[src/asm_dummy_unused.sv]
`default_nettype none
`default_nettype wire

[src/asm_pkg.sv]
`default_nettype none
// ==========================================================================
// constants for the channel slot mapper
package asm_pkg;

    // ======================================================================
    // register port
    localparam int          NUM_CH     = 4;                  // channels 4 to 7
    localparam logic [7:0]  PAGE_SCFG  = 8'h00;              // page of the slot registers
    localparam logic [7:0]  ADDR_CH4   = 8'h0E;              // chan4_slot_config
    localparam logic [7:0]  ADDR_CH5   = 8'h0F;              // chan5_slot_config
    localparam logic [7:0]  ADDR_CH6   = 8'h10;              // chan6_slot_config
    localparam logic [7:0]  ADDR_CH7   = 8'h11;              // chan7_slot_config
    localparam logic [7:0]  RD_UNMAPPED = 8'h00;             // answer to unknown address

    // ======================================================================
    // field layout of a slot register
    localparam int          RSVD_BIT   = 7;                  // reserved, reads zero
    localparam int          LINE_BIT   = 6;                  // output line select
    localparam int          CODE_W     = 6;                  // slot code bits 5..0
    localparam int          CFG_W      = 7;                  // stored bits 6..0

    // ======================================================================
    // reset values: slot code, primary line
    localparam logic [6:0]  RST_CH4    = 7'h03;
    localparam logic [6:0]  RST_CH5    = 7'h04;
    localparam logic [6:0]  RST_CH6    = 7'h05;
    localparam logic [6:0]  RST_CH7    = 7'h06;

    // ======================================================================
    // serial frame
    localparam int          WORD_BITS  = 32;                 // bits per slot
    localparam int          BIT_W      = 5;                  // bit counter width
    localparam int          SLOT_W     = 7;                  // slot counter, one spare bit
    localparam logic [6:0]  TDM_SLOTS  = 7'h40;              // 64 slots per TDM frame
    localparam logic [6:0]  HALF_SLOTS = 7'h20;              // 32 slots per half frame
    localparam logic [4:0]  LAST_BIT   = 5'h1F;              // last bit of a slot

endpackage : asm_pkg
`default_nettype wire

[src/asm_slot_hit.sv]
`timescale 1ns/10ps
`default_nettype none
// ==========================================================================
// one channel: does the current slot belong to it, and on which line
module asm_slot_hit
    import asm_pkg::*;
(
    input  wire logic [CODE_W-1:0] slotCode,
    input  wire logic              lineSel,
    input  wire logic              tdmMode,
    input  wire logic [SLOT_W-1:0] curSlot,
    input  wire logic              curRight,
    input  wire logic              sampleBit,
    output logic                   bitPrimary,
    output logic                   bitSecondary
);

    logic hit;

    // tdm: slot equals code; i2s/lj: half from code msb, slot from low bits
    always_comb begin
        if (tdmMode) begin
            hit = (curSlot < TDM_SLOTS) && (curSlot[CODE_W-1:0] == slotCode);
        end else begin
            hit = (curSlot < HALF_SLOTS) && (curRight == slotCode[CODE_W-1])
                  && (curSlot[CODE_W-2:0] == slotCode[CODE_W-2:0]);
        end
    end

    // steer the bit onto the chosen line
    assign bitPrimary   = hit && !lineSel && sampleBit;
    assign bitSecondary = hit && lineSel && sampleBit;

endmodule : asm_slot_hit
`default_nettype wire

[src/asm_channel_mapper.sv]
`timescale 1ns/10ps
`default_nettype none
// ==========================================================================
// slot configuration registers and serial slot placement for channels 4..7
module asm_channel_mapper
    import asm_pkg::*;
(
    input  wire logic                           mclk,
    input  wire logic                           rst,
    // register port
    input  wire logic                           regWrEn,
    input  wire logic                           regRdEn,
    input  wire logic [7:0]                     regPage,
    input  wire logic [7:0]                     regAddr,
    input  wire logic [7:0]                     regWrData,
    output logic      [7:0]                     regRdData_r,
    output logic                                regRdValid_r,
    // serial frame timing and samples
    input  wire logic                           bitEn,
    input  wire logic                           frameStart,
    input  wire logic                           halfStart,
    input  wire logic                           tdmMode,
    input  wire logic [NUM_CH-1:0][WORD_BITS-1:0] chanSample,
    output logic                                primarySerialOut_r,
    output logic                                secondaryOut_r,
    output logic                                secondaryOutEn_r
);

    // ======================================================================
    // register file
    localparam logic [NUM_CH-1:0][7:0]       CH_ADDR = {ADDR_CH7, ADDR_CH6, ADDR_CH5, ADDR_CH4};
    localparam logic [NUM_CH-1:0][CFG_W-1:0] CH_RST  = {RST_CH7, RST_CH6, RST_CH5, RST_CH4};

    logic [NUM_CH-1:0][CFG_W-1:0] cfg_r;
    logic [NUM_CH-1:0][CFG_W-1:0] cfg_nxt;
    logic [NUM_CH-1:0]            addrHit;
    logic [7:0]                   regRdData_nxt;
    logic                         regRdValid_nxt;

    // ======================================================================
    // serial position and samples
    logic [BIT_W-1:0]                bitCnt_r, bitCnt_nxt;
    logic [SLOT_W-1:0]               slotCnt_r, slotCnt_nxt;
    logic                            right_r, right_nxt;
    logic [NUM_CH-1:0][WORD_BITS-1:0] held_r, held_nxt;
    logic [NUM_CH-1:0][WORD_BITS-1:0] useSample;
    logic [NUM_CH-1:0]               chanBit, bitPri, bitSec;
    logic                            primary_nxt, secondary_nxt, secondaryEn_nxt;

    // ======================================================================
    // per-channel decode, storage and slot match
    genvar ch;
    generate
        for (ch = 0; ch < NUM_CH; ch++) begin : g_chan
            assign addrHit[ch] = (regPage == PAGE_SCFG) && (regAddr == CH_ADDR[ch]);
            // bit 7 is dropped on write, bits 6..0 stored
            assign cfg_nxt[ch] = (regWrEn && addrHit[ch]) ? regWrData[CFG_W-1:0] : cfg_r[ch];
            assign useSample[ch] = frameStart ? chanSample[ch] : held_r[ch];
            assign chanBit[ch] = useSample[ch][LAST_BIT - bitCnt_nxt]; // msb first
            asm_slot_hit u_hit (
                .slotCode     (cfg_r[ch][CODE_W-1:0]),
                .lineSel      (cfg_r[ch][LINE_BIT]),
                .tdmMode      (tdmMode),
                .curSlot      (slotCnt_nxt),
                .curRight     (right_nxt),
                .sampleBit    (chanBit[ch]),
                .bitPrimary   (bitPri[ch]),
                .bitSecondary (bitSec[ch])
            );
        end
    endgenerate

    // read answer, one cycle after the strobe
    always_comb begin
        regRdData_nxt  = regRdData_r;
        regRdValid_nxt = regRdEn;
        if (regRdEn) begin
            regRdData_nxt = RD_UNMAPPED;
            for (int i = 0; i < NUM_CH; i++) begin
                if (addrHit[i]) begin
                    regRdData_nxt = {1'b0, cfg_r[i]};
                end
            end
        end
    end

    // register storage
    always_ff @(posedge mclk) begin
        if (rst) begin
            cfg_r        <= CH_RST;
            regRdData_r  <= 8'h00;
            regRdValid_r <= 1'b0;
        end else begin
            cfg_r        <= cfg_nxt;
            regRdData_r  <= regRdData_nxt;
            regRdValid_r <= regRdValid_nxt;
        end
    end

    // ======================================================================
    // frame position: frameStart / halfStart mark bit 0 of slot 0
    always_comb begin
        bitCnt_nxt  = bitCnt_r;
        slotCnt_nxt = slotCnt_r;
        right_nxt   = right_r;
        held_nxt    = held_r;
        if (bitEn) begin
            if (frameStart) begin
                bitCnt_nxt  = 5'h00;
                slotCnt_nxt = 7'h00;
                right_nxt   = 1'b0;
                held_nxt    = chanSample;
            end else if (halfStart && !tdmMode) begin
                bitCnt_nxt  = 5'h00;
                slotCnt_nxt = 7'h00;
                right_nxt   = 1'b1;
            end else begin
                bitCnt_nxt = bitCnt_r + 5'h01;
                if (bitCnt_r == LAST_BIT && slotCnt_r < TDM_SLOTS) begin
                    slotCnt_nxt = slotCnt_r + 7'h01; // stops past the last slot
                end
            end
        end
    end

    // line bits: channels on the same slot and line are or-ed
    always_comb begin
        primary_nxt     = primarySerialOut_r;
        secondary_nxt   = secondaryOut_r;
        secondaryEn_nxt = 1'b0;
        for (int i = 0; i < NUM_CH; i++) begin
            secondaryEn_nxt = secondaryEn_nxt | cfg_r[i][LINE_BIT];
        end
        if (bitEn) begin
            primary_nxt   = |bitPri;
            secondary_nxt = |bitSec;
        end
    end

    // serial state
    always_ff @(posedge mclk) begin
        if (rst) begin
            bitCnt_r           <= 5'h00;
            slotCnt_r          <= TDM_SLOTS; // idle until the first frame
            right_r            <= 1'b0;
            held_r             <= '0;
            primarySerialOut_r <= 1'b0;
            secondaryOut_r     <= 1'b0;
            secondaryOutEn_r   <= 1'b0;
        end else begin
            bitCnt_r           <= bitCnt_nxt;
            slotCnt_r          <= slotCnt_nxt;
            right_r            <= right_nxt;
            held_r             <= held_nxt;
            primarySerialOut_r <= primary_nxt;
            secondaryOut_r     <= secondary_nxt;
            secondaryOutEn_r   <= secondaryEn_nxt;
        end
    end
endmodule : asm_channel_mapper
`default_nettype wire

[config.mk]
export PLATFORM = sky130hd
export DESIGN_NAME = asm_channel_mapper
export DESIGN_NICKNAME = d
export VERILOG_FILES = /design/src/asm_dummy_unused.sv /design/src/asm_pkg.sv /design/src/asm_slot_hit.sv /design/src/asm_channel_mapper.sv
export SDC_FILE = /design/constraint.sdc
export NUM_CORES = 1
export LEC_CHECK = 0
export BUFFER_PORTS_ARGS = -buffer_cell sky130_fd_sc_hd__buf_2
export CORE_UTILIZATION = 50
export CTS_BUF_LIST = sky130_fd_sc_hd__clkbuf_4 sky130_fd_sc_hd__clkbuf_8
export CTS_CLUSTER_SIZE = 16
export DETAILED_ROUTE_END_ITERATION = 8
export GPL_ROUTABILITY_DRIVEN = 0
export PLACE_DENSITY_LB_ADDON = 0.25
export SYNTH_ARGS = -nofsm -noshare
export SYNTH_HDL_FRONTEND = slang
export SYNTH_SLANG_ARGS = --single-unit
export TNS_END_PERCENT = 30
[constraint.sdc]
create_clock -name mclk -period 3.5 [get_ports mclk]
set_input_delay 0.175 -clock mclk [delete_from_list [all_inputs] [get_ports mclk]]
set_output_delay 0.175 -clock mclk [all_outputs]
set_load 0.01 [all_outputs]
==> metrics, run 1 <==
Root Driver clkbuf_8; htree depth 4; total chip power about 4.5 mW; CP Buf/Inv Count 1; most used standard cell by instance count after synthesis nand2_1; via count between 10000 and 15000; largest net degree at the start of global routing 130; initial DRC count roughly 1100; Final Util about two thirds; clock skew between 10 and 15 ps; post-synth top area cell dfxtp_1; Congestion Overflow GR 0; DR WL/cell around 19 um; post-route minimum period 3120 ps; pwr dens around 340 nW/um^2; fmax between 0.3 and 0.4 GHz; kind of critical path reg -> reg; delay-heaviest family, CP simple AND/OR/NAND/NOR gates; Std-Cell Rows 52; max-slew headroom at the worst pin approximately 44%; Ys Warns 0; final wirelength 35100 um; IO Pins 172; clk buf depth 2; starting density of the core roughly 51%; Post-DRT Antenna Nets 0; first-pass iteration count of the detailed router 5; post-DR vias/cell 5.99; Die Y 146 um; Die W 146 um; initial antenna violation count 0; worst-path fanout max 6; Worst Path Arrival approximately 3500 ps; Yosys reg bits 180; worst ir drop on vdd approximately 0.24 mV; die area 21200 um^2; drt drc 0; synth top area cells dfxtp_1, nand2_1, a21oi_1; fraction of layout cells with a size suffix above 1 17.9%; CTS tree built; status finished clean; Fin. Hold Viols 0; # nets final approximately 1800; Yosys cell types 83; Post-Syn Nets 1510; Pins Over Slew Limit 0; commonest register cell after synthesis dfxtp_1; # diodes 0; critical path capture point type flop; TritonCTS Buffers 17; Synth async-reset ratio 0%; Period Utilization, post-route roughly 89%; Worst Max-Slew Pin Slew about 840 ps; final setup violation count 0; CP max-delay cell dfxtp_1; Port-buffer cells between 150 and 200; Synth Cell Area slightly above 10000 um^2; flip-flop and latch area 3600 um^2; total track usage 32.8%; Crit path required time between 3000 and 4000 ps; number of enable flip-flop cells after synthesis 0; crit path cell chain ha_1, and3_1, ha_1, and3b_1, buf_4, or3_1, and4b_1, o31ai_1, nand4_2, a2111oi_4, o21ai_1, a41oi_2; startpoint types flop; area fraction of the dominant cell type after synthesis between 30% and 40%; worst skew pair latency between 400 and 500 ps; number of global-route vias before repair ~11000; max_cap viols 0; RSZ-0062 raised after global routing false; area grow syn2layout 28.1%; Crit path top cell by count ha_1; Syn Area/Cell 7.65 um^2; Seq/Total Area, Yosys a little over a third; area of the multi-input gates 6190 um^2; Synth top cells by count nand2_1, dfxtp_1, a21oi_1; Lkg Pwr between 5 and 6 nW; fillers ~1700; CP peak stage delay approximately 360 ps; worst hold path type in -> reg; Gate Count Post-Synth ~1300; total negative slack 0 ps; Core ar. around 20000 um^2; DP Wirelength ~21000 um; clk sink count 180; first-pass GRT wire length 55600 um; Worst-path clk slew about 100 ps
## per-stage QoR
step	worst slack [ps]	hold WS (ps)	cells	area (um^2)
floorplan	510	293	1347	10300
detailed placement	411	434	1705	11400
global route	180	21.9	1871	13200
CTS	374	9.38	1871	13200
finish	376	38.7	1871	13200
global placement	460	427	1705	11400
## final timing paths
check,cells after the start,end,slack [ps],from
worst max-delay path,12,secondaryOut_r,380,bitCnt_r[1]
worst min-delay path,3,cfg_r[5],40,regWrData[5]
worst max register to register,12,secondaryOut_r,380,bitCnt_r[1]
worst min register to register,2,held_r[19],460,held_r[19]
## worst reg2reg max path, cell delays in order, from the launching register on
cell,delay (ps)
dfxtp_1,360
ha_1,210
and3_1,190
ha_1,230
and3b_1,220
buf_4,170
or3_1,320
and4b_1,210
o31ai_1,310
nand4_2,190
a2111oi_4,320
o21ai_1,130
a41oi_2,190
## logic make-up after synthesis
family | Yosys count | synth area share, %
compound gates | 359 | 23.9
xor+xnor | 14 | 1.19
fa+ha+maj | 3 | 0.365
buf+inv | 134 | 5.36
flops | 180 | 35.0
mux | 91 | 9.70
other cells | 1 | 0.0364
simple gates | 565 | 24.4
## registers in the layout, summed over array words and instances (netlist names), 5 cells and up
register	flops
held_r	128
cfg_r	28
regRdData_r	7
slotCnt_r	7
bitCnt_r	5
## cells in the final DEF (no fill, tap or decap), types with 5 or more instances in the layout
cell type / count
a31oi_1: 18
o32ai_1: 5
inv_1: 7
a21oi_1: 156
a221o_1: 12
nand3_1: 24
o21a_1: 5
o21ai_0: 19
nand2_1: 347
o211ai_1: 8
buf_2: 167
dfxtp_1: 180
o211a_1: 6
buf_4: 40
a22oi_1: 12
nor3_1: 19
a211oi_1: 14
nor2_1: 71
buf_12: 7
nand4_1: 12
and2_1: 10
mux2i_1: 69
a221oi_1: 17
dlygate4sd3_1: 134
nor4_1: 6
o311ai_0: 5
xnor2_1: 10
a32oi_1: 8
a211o_1: 18
clkbuf_8: 18
and3b_1: 18
o2111ai_1: 6
and3_1: 11
nor2b_1: 15
mux2_2: 17
## power breakdown
part / total, mW / switching, mW / internal (mW) / leakage, nW
Combinational: 0.837 / 0.461 / 0.376 / 3.66
Clock: 1.52 / 0.841 / 0.679 / 0.208
Sequential: 2.16 / 0.0403 / 2.12 / 1.47
Total: 4.52 / 1.34 / 3.18 / 5.34
## timing repair
item,CTS,global route
hold endpoints to repair,150,0
hold buffers,134,0
buffers inserted,0,0
resized for setup,0,0
setup endpoints to repair,0,0
## metal layers
layer	part of all wire, %	global-route usage (%)	up-vias
li1	-	-	5284
met3	9.2	7.12	106
met2	46	53.0	592
met1	41	42.8	5220
met4	3.2	12.8	0
met5	0	0	-
## layout make-up
cell class                 instances  area share (%)
multi-input combinational       1033            46.9
sequential                       180            27.3
timing repair buffer             348            19.8
tap                              270            2.56
clock buffer                      18            1.88
clock inverter                    14            1.25
inverter                           8           0.228
Note: power is estimated with default switching activity, not from simulation.
==> run 2: changes to the inputs <==
Settings changed: SYNTH_HIERARCHICAL set to 1.
==> metrics, run 2 <==
Seq/Total Area, Yosys 37.0%; most used standard cell by instance count after synthesis nand2_1; Period Utilization, post-route a little over nine tenths; worst skew pair latency 470 ps; startpoint types flop; Largest register FFs approximately 130; post-route minimum period 3450 ps; initial DRC count 1191; DR WL/cell 17.7 um; largest net degree at the start of global routing about 110; Cells after DPL between 1500 and 2000; initial antenna violation count 0; first-pass GRT wire length 50800 um; post-DR vias/cell about 5.8; via count 10750; Port-buffer cells approximately 170; status finished clean; number of enable flip-flop cells after synthesis 0; internal power ~3.1 mW; Gate Count Post-Synth roughly 1300; Worst Path Arrival approximately 3800 ps; R2R depth 12; combinational power share 18.4%; worst-path fanout max 8; area fraction of the dominant cell type after synthesis between 30 and 40%; area grow syn2layout 33.5%; Synth Cell Area between 9000 and 10000 um^2; die area approximately 20000 um^2; most common cell after layout, fill and taps aside nand2_1; Pins Over Slew Limit 0; synth top area cells dfxtp_1, nand2_1, a21oi_1; worst hold path type in -> reg; kind of critical path reg -> reg; flip-flop and latch area ~3600 um^2; TritonCTS Buffers 17; DP Wirelength between 20000 and 25000 um; critical path capture point type flop; Synth top cells by count nand2_1, dfxtp_1, a21oi_1; Hold Path Cell Cnt 3; # diodes 0; CTS tree built; worst ir drop on vdd ~0.27 mV; sw power ~1.4 mW; total negative slack 0 ps; final wirelength 32600 um; post-synth top area cell dfxtp_1; Std-Cell Rows 50; Lkg Pwr roughly 5.3 nW; htree depth 4; Post-Syn Nets around 1400; fmax ~0.29 GHz; clock skew between 9 and 10 ps; Final Cell Area 13000 um^2; Ys Warns 6; first-pass iteration count of the detailed router 5; clk sink count 180; number of global-route vias before repair 9940; Root Driver clkbuf_8; Final Util 68.8%; final setup violation count 0; Die W ~140 um; Fin. Hold Viols 0; clk buf depth 2; clock share of power approximately 34%; Yosys reg bits 180; Syn Area/Cell about 7.6 um^2; Post-DP Area approximately 11000 um^2; Synth async-reset ratio 0%; Core ar. between 15000 and 20000 um^2; area of the multi-input gates 5720 um^2; Post-DRT Antenna Nets 0; biggest regs held_r x128, cfg_r x28; Worst-path clk slew 110 ps; max-slew headroom at the worst pin between 20% and 30%; starting density of the core around half; total chip power 4.50 mW; Congestion Overflow GR 0; CP peak stage delay between 500 and 600 ps; Biggest register held_r; max_cap viols 0; hold slack approximately 67 ps; fraction of layout cells with a size suffix above 1 between 20 and 25%; IO Pins around 170; total track usage a little under a third; final worst setup slack between 50 and 60 ps; Cell Count, Final, Fillers Out 1847; commonest register cell after synthesis dfxtp_1; # nets final 1737; pwr dens 346 nW/um^2; Seq pwr share 47.9%; Die Y roughly 140 um; most frequent cells in the layout nand2_1, dfxtp_1, buf_2; pre-CTS WS -175 ps; drt drc 0; CP max-delay cell or4_4; fillers ~1600; Yosys cell types 70; Worst Max-Slew Pin Slew ~1100 ps; Sw Share a little under a third; crit path cell chain ha_2, and3_4, or4_4, buf_12, buf_4, a211o_1, a311oi_2, inv_1, a2111o_1, nor4_2, nor4_1, a211oi_1; Crit path required time between 3000 and 4000 ps
[run 2: cell types whose count changed after synthesis, moves of 11 or more]
cell      delta
and3b_1     -14
mux2i_1     -21
clkbuf_1    -23
nand2_1     +22
inv_1       +11
[run 2: critical path, delay by kind of cell (launching register included)]
kind	cells	cell delay (ps)
AOI/OAI and AO/OA	4	1370
and+or+nand+nor	4	1020
buffers and inverters	3	440
DFF	1	340
adders and majority gates	1	190
[run 2: timing repair]
action	in CTS	in global routing
gates cloned	0	1
hold buffers	135	0
buffers inserted	4	8
resized for setup	6	15
hold endpoints to repair	150	0
endpoints found under the setup margin	2	2
pin swaps	5	21
[run 2: final cells by class]
cell class	instances	area share, %
clock buffers	17	1.80
clock inverters	15	1.37
inverters	18	0.520
multi-input cells	983	44.0
flip-flops and latches	180	27.7
well taps	260	2.50
repair buffers	374	22.1
[run 2: path summary, 6_finish.rpt]
path / startpoint / endpoint / slack (ps)
max: bitCnt_r[0] / primarySerialOut_r / 50
min reg2reg: held_r[77] / held_r[77] / 460
max reg2reg: bitCnt_r[0] / primarySerialOut_r / 50
min: regRdEn / regRdData_r[2] / 70
[run 2: power by group through the flow]
| stage | Clock, mW | Combinational (mW) | Sequential (mW) |
|---|---|---|---|
| final | 1.52 | 0.826 | 2.16 |
| after global placement | 0 | 0.658 | 2.20 |
| after floorplan | 0 | 0.389 | 2.19 |
| after detailed placement | 0 | 0.666 | 2.20 |
| after CTS | 1.52 | 0.787 | 2.16 |
| after global routing | 1.61 | 0.888 | 2.17 |
[run 2: metal layers]
layer  routed length, um  track usage (%)  share of wire, %  vias up
met1               13800             43.0                42     4986
li1                    -                -                 -     5108
met5                   0                0                 0        -
met4                 847             11.7               2.6        0
met2               15400             52.0                47      578
met3                2600             4.69               8.0       78
[run 2: logic make-up after synthesis]
family / Yosys count / share of synthesized area, %
compound gates: 342 / 23.2
xor+xnor: 24 / 2.16
fa+ha+maj: 3 / 0.386
buf+inv: 121 / 5.31
flops: 180 / 37.0
mux: 67 / 7.83
other cells: 1 / 0.0385
simple gates: 546 / 24.1
